**config.mk**
```make
export PLATFORM = sky130hd
export DESIGN_NAME = gpm_ports
export DESIGN_NICKNAME = d
export VERILOG_FILES = /design/src/gpm_pkg.sv /design/src/gpm_ports.sv /design/src/gpm_sync.sv
export SDC_FILE = /design/constraint.sdc
export NUM_CORES = 1
export LEC_CHECK = 0
export BUFFER_PORTS_ARGS = -buffer_cell sky130_fd_sc_hd__buf_2
export CORE_ASPECT_RATIO = 0.8
export CORE_MARGIN = 10
export CORE_UTILIZATION = 41
export CTS_BUF_LIST = sky130_fd_sc_hd__clkbuf_8 sky130_fd_sc_hd__clkbuf_16
export CTS_CLUSTER_DIAMETER = 30
export DETAILED_ROUTE_END_ITERATION = 6
export GPL_ROUTABILITY_DRIVEN = 0
export PLACE_DENSITY = 0.59
export RECOVER_POWER = 25
export SLEW_MARGIN = 0
export SYNTH_ARGS = -nofsm -noshare
export SYNTH_HDL_FRONTEND = slang
export SYNTH_SLANG_ARGS = --single-unit
```
**constraint.sdc**
```tcl
create_clock -name clk -period 15 [get_ports clk]
set_clock_uncertainty 0.05 [all_clocks]
set_input_delay 3 -clock clk [delete_from_list [all_inputs] [get_ports clk]]
set_output_delay 3 -clock clk [all_outputs]
set_load 0.01 [all_outputs]
```
**src/gpm_pkg.sv**
```systemverilog
// Shared constants for the general-purpose port block.
package gpm_pkg;

	// ========================================
	// Register indices; byte address is four times the index.
	localparam logic [3:0] IDX_PA_DATA  = 4'h0;
	localparam logic [3:0] IDX_PA_DIR   = 4'h1;
	localparam logic [3:0] IDX_PB_DATA  = 4'h2;
	localparam logic [3:0] IDX_PB_DIR   = 4'h3;
	localparam logic [3:0] IDX_PC_DATA  = 4'h4;
	localparam logic [3:0] IDX_PC_DIR   = 4'h5;
	localparam logic [3:0] IDX_IRQ_EN   = 4'h8;
	localparam logic [3:0] IDX_MISC     = 4'h9;
	localparam logic [3:0] IDX_IRQ_STAT = 4'hA;
	localparam logic [3:0] IDX_IRQ_MASK = 4'hB;
	localparam int         IDX_LSB      = 2;
	localparam int         IDX_MSB      = 5;

	// ========================================
	// Fields and reset values
	localparam int         MISC_CLKOUT  = 0;
	localparam int         MISC_USB_TX  = 1;
	localparam int         MISC_SLOW    = 2;
	localparam logic [7:0] PORT_RESET   = 8'h00;
	localparam logic [2:0] PC_RESET     = 3'h0;
	localparam logic [4:0] PC_UNUSED_RD = 5'h1F;
	localparam logic [4:0] MISC_RSVD_RD = 5'h1E;
	localparam logic [7:0] OPEN_DRAIN_A = 8'h06;
	localparam logic [7:0] RISING_EDGE  = 8'h33;

	// ========================================
	// Pin positions of alternate functions
	localparam int PA_CLKOUT = 0;
	localparam int PA_TMR_CLK = 3;
	localparam int PA_CAP1   = 4;
	localparam int PA_CAP2   = 5;
	localparam int PA_CMP1   = 6;
	localparam int PA_CMP2   = 7;
	localparam int PB_USB_TX = 1;
	localparam int PC_RX     = 0;
	localparam int PC_TX     = 1;
	localparam int PC_USB_TX = 2;

endpackage

```
**src/gpm_ports.sv**
```systemverilog
// Ports A, B and C with alternate functions, pin interrupts and the miscellaneous register.
// How it works
// - Data latch writes always land, any direction.
// - Reads return latch for outputs, pin otherwise.
// - Open-drain outputs read back the pin level.
// - Direction bit per pin: zero input, one output.
// - Ports A and B reset to zero.
// - Port C has three bits; upper bits read ones.
// - Data at even index, direction at next odd.
// - A1 and A2 are plain open-drain pins.
// - A4-A7 interrupt inputs, captures, compare outputs.
// - B4-B7 interrupt inputs; port B push-pull.
// - Clock-output select drives CPU clock on A0.
// - USB enable bit routes transmit enable out.
// - Slow bit sets only; halves CPU clock.
// - Peripheral outputs override latch and direction.
// - Output pins never raise pin interrupts.
// - Inputs 1,2,5,6 rise; 3,4,7,8 fall.
// - Unmasked pin interrupts OR into one request.
`timescale 1ns/100ps

module gpm_ports
	import gpm_pkg::*;
#(
	parameter int ADDR_W    = 8,
	parameter bit SMALL_PKG = 1'b0
)(
	// Clock and reset
	input  wire logic              clk,
	input  wire logic              rst_b,
	// APB slave
	input  wire logic              psel,
	input  wire logic              penable,
	input  wire logic              pwrite,
	input  wire logic [ADDR_W-1:0] paddr,
	input  wire logic [31:0]       pwdata,
	output wire logic [31:0]       prdata,
	output wire logic              pready,
	output wire logic              pslverr,
	// Port A pins
	input  wire logic [7:0]        portaIn,
	output wire logic [7:0]        portaOut,
	output wire logic [7:0]        portaOe,
	// Port B pins
	input  wire logic [7:0]        portbIn,
	output wire logic [7:0]        portbOut,
	output wire logic [7:0]        portbOe,
	// Port C pins
	input  wire logic [2:0]        portcIn,
	output wire logic [2:0]        portcOut,
	output wire logic [2:0]        portcOe,
	// Timer
	input  wire logic              compareOut1Enable,
	input  wire logic              compareOut2Enable,
	input  wire logic              timerCompareOut1,
	input  wire logic              timerCompareOut2,
	output wire logic              timerCaptureIn1,
	output wire logic              timerCaptureIn2,
	output wire logic              timerExternalClockIn,
	// Serial interface
	input  wire logic              serialEnable,
	input  wire logic              serialTransmitData,
	output wire logic              serialReceivePin,
	// USB and clocking
	input  wire logic              usbTransmitting,
	output wire logic              cpuClockEnable,
	output wire logic              slowClockSelect,
	// Interrupt
	output wire logic              irq
);

	// ========================================
	// State
	typedef struct packed {
		logic [7:0]  paLatch;
		logic [7:0]  paDir;
		logic [7:0]  pbLatch;
		logic [7:0]  pbDir;
		logic [2:0]  pcLatch;
		logic [2:0]  pcDir;
		logic [7:0]  irqEn;
		logic [2:0]  misc;
		logic [7:0]  status;
		logic [7:0]  mask;
		logic [7:0]  irqPrev;
		logic [7:0]  paOut;
		logic [7:0]  paOe;
		logic [7:0]  pbOut;
		logic [7:0]  pbOe;
		logic [2:0]  pcOut;
		logic [2:0]  pcOe;
		logic        clkPhase;
		logic        cpuEn;
		logic        cap1;
		logic        cap2;
		logic        timer_external_clock_in;
		logic        rx;
		logic [31:0] prdata;
		logic        pready;
		logic        pslverr;
		logic        irq;
	} gpm_state_s;

	gpm_state_s st_reg;
	gpm_state_s st_next;

	logic [1:0]  rstSync_reg;
	logic        rstInt_b;
	logic [18:0] pinSync;
	logic [7:0]  syncA;
	logic [7:0]  syncB;
	logic [2:0]  syncC;
	logic [3:0]  idx;
	logic        mapped;
	logic        rdCapture;
	logic        apbDone;
	logic [7:0]  altA;
	logic [7:0]  altB;
	logic [2:0]  altC;
	logic [7:0]  dirEffA;
	logic [7:0]  dirEffB;
	logic [2:0]  dirEffC;
	logic [7:0]  irqLevel;
	logic [7:0]  armed;
	logic [7:0]  irqEvent;
	logic [7:0]  rdByte;
	logic [7:0]  rdPortC;
	logic [7:0]  statClr;
	logic        usb_tx_enable_output;

	// Pins seen as outputs read the latch; open-drain outputs read the pin.
	function automatic logic [7:0] readPort(input logic [7:0] latch, input logic [7:0] dir,
		input logic [7:0] pin, input logic [7:0] od);
		logic [7:0] useLatch;
		useLatch = dir & ~od;
		return (latch & useLatch) | (pin & ~useLatch);
	endfunction

	// ========================================
	// Reset release and pin synchronisers
	always_ff @(posedge clk or negedge rst_b) begin
		if (!rst_b) begin
			rstSync_reg <= 2'h0;
		end else begin
			rstSync_reg <= {rstSync_reg[0], 1'b1};
		end
	end

	assign rstInt_b = rstSync_reg[1];

	gpm_sync #(
		.WIDTH(19)
	) u_sync (
		.clk     (clk),
		.rstInt_b(rstInt_b),
		.asyncIn ({portcIn, portbIn, portaIn}),
		.syncOut (pinSync)
	);

	assign syncA = pinSync[7:0];
	assign syncB = pinSync[15:8];
	assign syncC = pinSync[18:16];

	// ========================================
	// Bus decode
	assign idx       = paddr[IDX_MSB:IDX_LSB];
	assign mapped    = (paddr[1:0] == 2'h0) && ((paddr >> (IDX_MSB + 1)) == '0) &&
		(idx <= IDX_PC_DIR || idx >= IDX_IRQ_EN);
	assign rdCapture = psel && penable && !st_reg.pready;
	assign apbDone   = psel && penable && st_reg.pready;
	assign usb_tx_enable_output     = st_reg.misc[MISC_USB_TX] && usbTransmitting;

	// ========================================
	// Alternate functions and pin interrupts
	always_comb begin
		altA = 8'h00;
		altB = 8'h00;
		altC = 3'h0;
		altA[PA_CLKOUT] = st_reg.misc[MISC_CLKOUT];
		altA[PA_CMP1]   = compareOut1Enable;
		altA[PA_CMP2]   = compareOut2Enable;
		altB[PB_USB_TX] = SMALL_PKG && st_reg.misc[MISC_USB_TX];
		altC[PC_TX]     = serialEnable;
		altC[PC_USB_TX] = !SMALL_PKG && st_reg.misc[MISC_USB_TX];
		dirEffA  = st_reg.paDir | altA;
		dirEffB  = st_reg.pbDir | altB;
		dirEffC  = st_reg.pcDir | altC;
		irqLevel = {syncB[7:4], syncA[7:4]};
		armed    = st_reg.irqEn & ~{dirEffB[7:4], dirEffA[7:4]};
		irqEvent = armed & (((irqLevel & ~st_reg.irqPrev) & RISING_EDGE) |
			((~irqLevel & st_reg.irqPrev) & ~RISING_EDGE));
	end

	// ========================================
	// Register read mux
	always_comb begin
		rdByte  = 8'h00;
		rdPortC = readPort({5'h00, st_reg.pcLatch}, {5'h00, st_reg.pcDir}, {5'h00, syncC}, 8'h00);
		case (idx)
			IDX_PA_DATA:  rdByte = readPort(st_reg.paLatch, st_reg.paDir, syncA, OPEN_DRAIN_A);
			IDX_PA_DIR:   rdByte = st_reg.paDir;
			IDX_PB_DATA:  rdByte = readPort(st_reg.pbLatch, st_reg.pbDir, syncB, 8'h00);
			IDX_PB_DIR:   rdByte = st_reg.pbDir;
			IDX_PC_DATA:  rdByte = {PC_UNUSED_RD, rdPortC[2:0]};
			IDX_PC_DIR:   rdByte = {PC_UNUSED_RD, st_reg.pcDir};
			IDX_IRQ_EN:   rdByte = st_reg.irqEn;
			IDX_MISC:     rdByte = {MISC_RSVD_RD, st_reg.misc};
			IDX_IRQ_STAT: rdByte = st_reg.status;
			IDX_IRQ_MASK: rdByte = st_reg.mask;
			default:      rdByte = 8'h00;
		endcase
	end

	// ========================================
	// Next state
	always_comb begin
		st_next = st_reg;
		statClr = 8'h00;

		// Bus answers one cycle into the access phase.
		st_next.pready  = psel && penable && !st_reg.pready;
		st_next.pslverr = rdCapture && !mapped;
		if (rdCapture) begin
			st_next.prdata = (mapped && !pwrite) ? {24'h000000, rdByte} : 32'h00000000;
		end

		if (apbDone && pwrite && mapped) begin
			case (idx)
				IDX_PA_DATA:  st_next.paLatch = pwdata[7:0];
				IDX_PA_DIR:   st_next.paDir   = pwdata[7:0];
				IDX_PB_DATA:  st_next.pbLatch = pwdata[7:0];
				IDX_PB_DIR:   st_next.pbDir   = pwdata[7:0];
				IDX_PC_DATA:  st_next.pcLatch = pwdata[2:0];
				IDX_PC_DIR:   st_next.pcDir   = pwdata[2:0];
				IDX_IRQ_EN:   st_next.irqEn   = pwdata[7:0];
				IDX_MISC: begin
					st_next.misc[MISC_CLKOUT] = pwdata[MISC_CLKOUT];
					st_next.misc[MISC_USB_TX] = pwdata[MISC_USB_TX];
					st_next.misc[MISC_SLOW]   = st_reg.misc[MISC_SLOW] | pwdata[MISC_SLOW];
				end
				IDX_IRQ_MASK: st_next.mask    = pwdata[7:0];
				default: begin
				end
			endcase
		end

		// Only the bits actually returned are cleared, so an event landing between
		// capture and completion survives; a new event also beats the clear.
		if (apbDone && !pwrite && mapped && idx == IDX_IRQ_STAT) begin
			statClr = st_reg.prdata[7:0];
		end
		st_next.irqPrev = irqLevel;
		st_next.status  = (st_reg.status & ~statClr) | irqEvent;
		st_next.irq     = |(st_next.status & st_next.mask);

		// The slow stage gates every second cycle; the USB side keeps its own clock.
		st_next.cpuEn = st_reg.misc[MISC_SLOW] ? !st_reg.cpuEn : 1'b1;
		if (st_reg.cpuEn) begin
			st_next.clkPhase = !st_reg.clkPhase;
		end

		// Port A: open-drain pins only ever pull low.
		st_next.paOut = st_reg.paLatch;
		st_next.paOut[PA_CLKOUT] = st_reg.misc[MISC_CLKOUT] ? st_reg.clkPhase : st_reg.paLatch[PA_CLKOUT];
		st_next.paOut[PA_CMP1]   = compareOut1Enable ? timerCompareOut1 : st_reg.paLatch[PA_CMP1];
		st_next.paOut[PA_CMP2]   = compareOut2Enable ? timerCompareOut2 : st_reg.paLatch[PA_CMP2];
		st_next.paOut = st_next.paOut & ~OPEN_DRAIN_A;
		st_next.paOe  = (dirEffA & ~OPEN_DRAIN_A) | (st_reg.paDir & OPEN_DRAIN_A & ~st_reg.paLatch);

		st_next.pbOut = st_reg.pbLatch;
		st_next.pbOut[PB_USB_TX] = altB[PB_USB_TX] ? usb_tx_enable_output : st_reg.pbLatch[PB_USB_TX];
		st_next.pbOe  = dirEffB;

		st_next.pcOut = st_reg.pcLatch;
		st_next.pcOut[PC_TX]    = serialEnable ? serialTransmitData : st_reg.pcLatch[PC_TX];
		st_next.pcOut[PC_USB_TX] = altC[PC_USB_TX] ? usb_tx_enable_output : st_reg.pcLatch[PC_USB_TX];
		st_next.pcOe  = dirEffC;

		st_next.cap1   = syncA[PA_CAP1];
		st_next.cap2   = syncA[PA_CAP2];
		st_next.timer_external_clock_in = syncA[PA_TMR_CLK];
		st_next.rx     = syncC[PC_RX];
	end

	always_ff @(posedge clk or negedge rstInt_b) begin
		if (!rstInt_b) begin
			st_reg         <= '0;
			st_reg.paLatch <= PORT_RESET;
			st_reg.paDir   <= PORT_RESET;
			st_reg.pbLatch <= PORT_RESET;
			st_reg.pbDir   <= PORT_RESET;
			st_reg.pcLatch <= PC_RESET;
			st_reg.pcDir   <= PC_RESET;
			st_reg.cpuEn   <= 1'b1;
		end else begin
			st_reg <= st_next;
		end
	end

	// ========================================
	// Outputs
	assign prdata               = st_reg.prdata;
	assign pready               = st_reg.pready;
	assign pslverr              = st_reg.pslverr;
	assign portaOut             = st_reg.paOut;
	assign portaOe              = st_reg.paOe;
	assign portbOut             = st_reg.pbOut;
	assign portbOe              = st_reg.pbOe;
	assign portcOut             = st_reg.pcOut;
	assign portcOe              = st_reg.pcOe;
	assign timerCaptureIn1      = st_reg.cap1;
	assign timerCaptureIn2      = st_reg.cap2;
	assign timerExternalClockIn = st_reg.timer_external_clock_in;
	assign serialReceivePin     = st_reg.rx;
	assign cpuClockEnable       = st_reg.cpuEn;
	assign slowClockSelect      = st_reg.misc[MISC_SLOW];
	assign irq                  = st_reg.irq;

	if (ADDR_W < IDX_MSB + 1) begin : g_addr_check
		$error("gpm_ports needs at least six address bits");
	end

	// ========================================
	// Checks
	property p_latch_write;
		@(posedge clk) disable iff (!rstInt_b)
		(apbDone && pwrite && mapped && idx == IDX_PA_DATA) |=> (st_reg.paLatch == $past(pwdata[7:0]));
	endproperty
	a_latch_write: assert property (p_latch_write) else $error("Port A latch missed a write");

	property p_read_input;
		@(posedge clk) disable iff (!rstInt_b)
		(rdCapture && !pwrite && idx == IDX_PB_DATA && st_reg.pbDir == 8'h00 && paddr[1:0] == 2'h0 &&
			(paddr >> (IDX_MSB + 1)) == '0) |=> (prdata[7:0] == $past(syncB));
	endproperty
	a_read_input: assert property (p_read_input) else $error("Input read did not return pins");

	property p_open_drain_read;
		@(posedge clk) disable iff (!rstInt_b)
		(rdCapture && !pwrite && mapped && idx == IDX_PA_DATA && st_reg.paDir[1]) |=> (prdata[1] == $past(syncA[1]));
	endproperty
	a_open_drain_read: assert property (p_open_drain_read) else $error("Open-drain read gave latch");

	property p_reset_values;
		@(posedge clk) disable iff (!rstInt_b)
		$rose(rstInt_b) |-> (st_reg.paDir == 8'h00 && st_reg.pbDir == 8'h00 && st_reg.paLatch == 8'h00);
	endproperty
	a_reset_values: assert property (p_reset_values) else $error("Ports not cleared by reset");

	property p_portc_upper;
		@(posedge clk) disable iff (!rstInt_b)
		(rdCapture && !pwrite && mapped && idx == IDX_PC_DIR) |=> (prdata[7:3] == 5'h1F);
	endproperty
	a_portc_upper: assert property (p_portc_upper) else $error("Port C upper bits not ones");

	property p_open_drain_low;
		@(posedge clk) disable iff (!rstInt_b)
		(portaOe[1] || portaOe[2]) |-> (portaOut[2:1] == 2'h0);
	endproperty
	a_open_drain_low: assert property (p_open_drain_low) else $error("Open-drain pin driven high");

	property p_clkout_drive;
		@(posedge clk) disable iff (!rstInt_b)
		st_reg.misc[MISC_CLKOUT] |=> portaOe[PA_CLKOUT];
	endproperty
	a_clkout_drive: assert property (p_clkout_drive) else $error("Clock output pin not driven");

	property p_slow_sticky;
		@(posedge clk) disable iff (!rstInt_b)
		slowClockSelect |=> slowClockSelect [*2];
	endproperty
	a_slow_sticky: assert property (p_slow_sticky) else $error("Slow select cleared without reset");

	property p_rise_event;
		@(posedge clk) disable iff (!rstInt_b)
		(armed[0] && syncA[PA_CAP1] && !st_reg.irqPrev[0]) |=> st_reg.status[0];
	endproperty
	a_rise_event: assert property (p_rise_event) else $error("Rising edge not flagged");

	property p_output_no_irq;
		@(posedge clk) disable iff (!rstInt_b)
		(dirEffB[4] && !st_reg.status[4]) |=> !st_reg.status[4];
	endproperty
	a_output_no_irq: assert property (p_output_no_irq) else $error("Output pin raised interrupt");

	property p_irq_or;
		@(posedge clk) disable iff (!rstInt_b)
		irq == |(st_reg.status & st_reg.mask);
	endproperty
	a_irq_or: assert property (p_irq_or) else $error("Interrupt line disagrees with status");

endmodule

```
**src/gpm_sync.sv**
```systemverilog
// Two-stage synchroniser for pin levels.
`timescale 1ns/100ps

module gpm_sync
	import gpm_pkg::*;
#(
	parameter int WIDTH = 19
)(
	// Clock and reset
	input  wire logic             clk,
	input  wire logic             rstInt_b,
	// Levels
	input  wire logic [WIDTH-1:0] asyncIn,
	output wire logic [WIDTH-1:0] syncOut
);

	typedef struct packed {
		logic [WIDTH-1:0] stage1;
		logic [WIDTH-1:0] stage2;
	} gpm_sync_s;

	gpm_sync_s st_reg;
	gpm_sync_s st_next;

	// Stage one feeds only stage two, so no logic sees a metastable level.
	always_comb begin
		st_next        = st_reg;
		st_next.stage1 = asyncIn;
		st_next.stage2 = st_reg.stage1;
	end

	always_ff @(posedge clk or negedge rstInt_b) begin
		if (!rstInt_b) begin
			st_reg <= '0;
		end else begin
			st_reg <= st_next;
		end
	end

	assign syncOut = st_reg.stage2;

	if (WIDTH < 1) begin : g_width_check
		$error("gpm_sync needs a width of at least one");
	end

endmodule

```
Word-level counts from Yosys, hierarchy flattened
Index checks and enable logic that the tools add are counted.
{ "totals": {"regBits": 190, "input_bits": 71} }
{ "op_classes": {"n_lt_le_gt_ge": 2, "n_eq_ne": 9, "muxes": 11, "bitwise": 30, "reduce_logical": 31} }
{ "ops": {"columns": ["operator", "n"], "rows": [
  ["$pmux 8 s10", 1],
  ["$and 8x8->8", 9],
  ["$not 8->8", 6],
  ["$or 8x8->8", 5],
  ["$mux 8", 4],
  ["$eq 4x4->1 const B", 4],
  ["$reduce_and 2->1", 8],
  ["$logic_and 1x1->1", 13],
  ["$and 3x8->8", 1],
  ["$eq 4x2->1 const B", 2],
  ["$eq 4x3->1 const B", 2],
  ["$logic_not 8->1", 1],
  ["$or 6x8->8", 1],
  ["$reduce_or 8->1", 1],
  ["$and 3x3->3", 2],
  ["$and 6x6->6", 1],
  ["$mux 1", 6],
  ["$not 6->6", 1],
  ["$or 3x3->3", 2],
  ["$logic_not 1->1", 5],
  ["$eq 4x1->1 const B", 1],
  ["$ge 4x4->1 const B", 1],
  ["$le 4x3->1 const B", 1],
  ["$logic_not 4->1", 1],
  ["4 further kinds", 4]
]} }

Logic depth before layout (Yosys ltp)
{ "depth": {"depth_word": 11, "depth_mapped": 7, "mapped_depth_nobuf": 5} }

Modules after synthesis
A second synthesis with hierarchy kept.
{ "unflattened": {"hier_cells": 513, "hier_area_um2": 6700.2} }
{ "modules_own_cells": {"columns": ["mod", "n_inst", "cells_per_inst", "area_each_um2", "seq_area_each_um2"], "rows": [
  ["gpm_ports", 1, 475, 5749.3, 3154.3],
  ["gpm_sync", 1, 38, 950.9, 950.9]
]} }

Least setup slack after synthesis
No wires, ideal clock.
{ "synth_timing": {"kind": "input to register", "from": "in paddr[1]", "to": "reg st_reg (netlist bit irq)", "setup_time_ps": 135, "t_arrival_ps": 4793, "required_time_ps": 14815, "slack_ps": 10022, "path_stages": 7, "n_path_buf": 2, "path_cell_list": "or4_1 > clkbuf_2 > or4_1 > buf_2 > a211o_1 > a22oi_2 > nand4_1"} }
{ "synth_lines": {"columns": ["element", "line", "rtl"], "rows": [
  ["from (decl)", "gpm_ports.sv:35", "input wire logic [ADDR_W-1:0] paddr,"],
  ["to (signal assigned)", "gpm_ports.sv:296", "st_reg <= st_next;"],
  ["to (decl)", "gpm_ports.sv:104", "gpm_state_s st_reg;"]
]} }

Worst setup path after layout
{ "layout_timing": {"from": "in paddr[2]", "to": "reg st_reg[140] (netlist name)"} }
{ "layout_between": {"elab_chain_len": 5} }
{ "layout_lines": {"columns": ["element", "line", "rtl"], "rows": [
  ["$le 4x3->1 or $ge 4x4->1 (tied branches)", "gpm_ports.sv:168", "(idx <= IDX_PC_DIR || idx >= IDX_IRQ_EN);"],
  ["$logic_or 1x1->1", "gpm_ports.sv:168", null],
  ["$logic_and 1x1->1", "gpm_ports.sv:167", "assign mapped = (paddr[1:0] == 2'h0) && ((paddr >> (IDX_MSB + 1)) == '0) &&"],
  ["$logic_and 1x1->1", "gpm_ports.sv:227", "if (apbDone && pwrite && mapped) begin"],
  ["$reduce_and 2->1 (no source line) (*)", null, null]
]} }
Every way passes the cells marked *; elsewhere a longest branch is shown, timed or not.
A chain may end at the register's enable or synchronous reset.

==> flow_summary.yaml <==
status:
  outcome: "finished, violations left"
  violations: "max-capacitance violations, max-slew violations"
timing:
  fin_hold_ws_ns: 0.296
  setup-tns-final_ns: 0
  maxSlewHeadroom_pct: -101
  max_freq_mhz: 184
  finalCritPeriodShare_pct: 36.1
  tightest_slew_ns: 3.01
  setup_viol: 0
  min_period_ns: 5.42
  hold_violations: 0
  drv_slew: 80
  grt_setup_unrepaired: "no"
global_routing:
  grt_pass1_wl_um: 24800
  grt-ovfl-total: 0
  grt_usage_pct: 14.9
  grt_start_max_net_pins: 85
  antenna_found_initial: 0
  grt_pass1_vias: 4235
clock_network:
  cts_tree: "built"
  cts_hold_buf: 0
  root_buffer: "clkbuf_16"
  numCtsBuffers: 17
  clk_latency_ns: 0.42
  clockBufferDepth: 2
  cts_setup_buffers: 0
  clkSlewWorstSetupHoldPaths_ns: 0.06
  post_cts.resized_instances: 0
  htreeDepth: 4
  numClockSinks: 164
setup_path:
  slowest_stage: "nor4b_2"
  max_stage_delay_ns: 0.98
  end_kind: "register"
  path_cells: "buf_2, nor4b_2, nand2_1, mux2_2"
  worstSetupPathType: "in -> reg"
  cp.required_ns: 15.26
  critPathMaxFanout: 34
  crit_family: "simple AND/OR/NAND/NOR gates"
  crit_cells: 4
  crit_buf_inv: 1
  startpoint_type: "input port"
  critPathArrivalTime_ns: 5.68
  rr_worst_depth: 1
placed_design:
  port_buffers: 99
  hpwl_um: 10800
final_layout:
  diodes: 0
  area_growth_pct: 13.3
  largest_reg_flops: 51
  drive_above_1_share_pct: 36.7
  final_nets: 627
  final.fill_count: 1428
detailed_routing:
  first_pass_iters: 4
  routed_via_density: 5.01
  ant_nets: 0
  wire_per_inst_um: 20.3
  drc: 0
  routed_wl_um: 15900
  drtIter0Drc: 256
  num_vias: 3931
logic_synthesis:
  synth-edff-count: 0
  synth_area_um2: 6660
  ys.flop_type: "dfrtp_1"
  synthCells: 497
  ys_warn_count: 0
  avgSynthCellArea_um2: 13.4
  synth.area.top_cells: "dfrtp_1 61%, mux2_2 11%, buf_4 7.9%, a22o_1 1.6%, mux2i_1 1.1%"
  ys_ff_latch: 164
  seq_area_frac_synth_pct: 61.6
  yosysUniqueCellTypes: 58
  synth_top_cell_area_share_pct: 61.2
  synth_top_area_cell: "dfrtp_1"
  async_reset_ff_share_pct: 100
pwr:
  power.leakage_nw: 3.76
  vdd_drop_max_v: 0.0000670
  pwr_density_cell_nw_per_um2: 123
  power.total_uw: 926
floorplan:
  die_area_um2: 21800
  die_h_um: 134
  fp.dieW_um: 163
  num_rows: 41
  initial_utilization_pct: 42.0
  num_io_pins: 150
  coreArea_um2: 15900
hold_path:
  whs_path_depth: 0
  hp-class: "reg -> reg"
run:
  max_cap_viol_count: 1
cells by family (layout without fill, tap and decap cells):
logic type,Yosys count,after routing,share of synthesized area [%]
compound gates,74,74,8.45
flops,164,164,61.6
other cells,2,27,0.113
mux,73,73,12.4
simple gates,86,86,7.85
xor+xnor,1,1,0.131
buf+inv,97,144,9.48
cells in the mapped netlist, types with 7 or more instances:
library cell / n
a21oi_1: 11
a22o_1: 12
buf_4: 70
clkbuf_1: 12
dfrtp_1: 163
inv_1: 10
mux2_2: 65
mux2i_1: 7
nand2_1: 15
nand3_1: 8
nor2_1: 11
nor2b_1: 8
nor3b_1: 9
o21ai_0: 10
worst paths after layout:
kind	from	endpoint	slack, ns
min in group asynchronous	rstSync_reg[1]$_DFF_PN0_	st_reg[139]$_DFFE_PN0P_	1.22
max in group asynchronous	rstSync_reg[1]$_DFF_PN0_	portbOut[4]$_DFF_PN0_	11.39
worst min register to register	u_sync.st_next[10]$_DFF_PN0_	u_sync.syncOut[10]$_DFF_PN0_	0.30
worst max register to register	rstSync_reg[1]$_DFF_PN0_	portbOut[4]$_DFF_PN0_	11.39
worst min-delay path	u_sync.st_next[10]$_DFF_PN0_	u_sync.syncOut[10]$_DFF_PN0_	0.30
worst max-delay path	paddr[2]	st_reg[140]$_DFFE_PN0P_	9.58
power by group:
group | internal, mW | total, mW | switching [mW]
registers | 0.452 | 0.460 | 0.00823
logic | 0.0134 | 0.0395 | 0.0261
clock network | 0.260 | 0.427 | 0.167
final cells by class:
| cell class | instances | area, µm² | share of cell area, % |
|---|---|---|---|
| flip-flops and latches | 164 | 4110 | 54.3 |
| repair buffers | 102 | 518 | 6.86 |
| clock inverters | 11 | 110 | 1.46 |
| well taps | 215 | 269 | 3.56 |
| clock buffers | 21 | 480 | 6.36 |
| multi-input cells | 261 | 2030 | 26.9 |
| inverters | 10 | 37.5 | 0.497 |
layout by cell type, fill, tap and decap left out, types with 5 or more instances in the layout:
master,n
a21oi_1,11
a22o_1,12
buf_2,99
clkbuf_16,17
conb_1,27
dfrtp_1,163
inv_1,13
mux2_2,65
mux2i_1,7
nand2_1,15
nand3_1,8
nand3b_1,5
nor2_1,11
nor2b_1,8
nor3b_1,9
o21ai_0,10
o31ai_1,5
or2_2,6
routing by layer:
| metal | GRT usage, % | up-vias | wire, µm |
|---|---|---|---|
| met5 | 0 | - | 0 |
| met4 | 4.30 | 0 | 238 |
| met3 | 6.09 | 17 | 1220 |
| met2 | 22.5 | 128 | 7320 |
| met1 | 19.2 | 1982 | 7130 |
| li1 | - | 1804 | - |
through the flow:
stage,setup slack [ns],cell area (µm²),instances,utilization [%]
2_1_floorplan,10.02,6760,522,-
3_3_place_gp,9.13,6970,752,43.9
3_5_place_dp,9.12,6970,752,43.9
4_1_cts,9.60,7560,784,47.7
5_1_grt,9.47,7550,784,47.7
6_report,9.58,7550,784,47.7
Note: power is estimated with default switching activity, not from simulation.
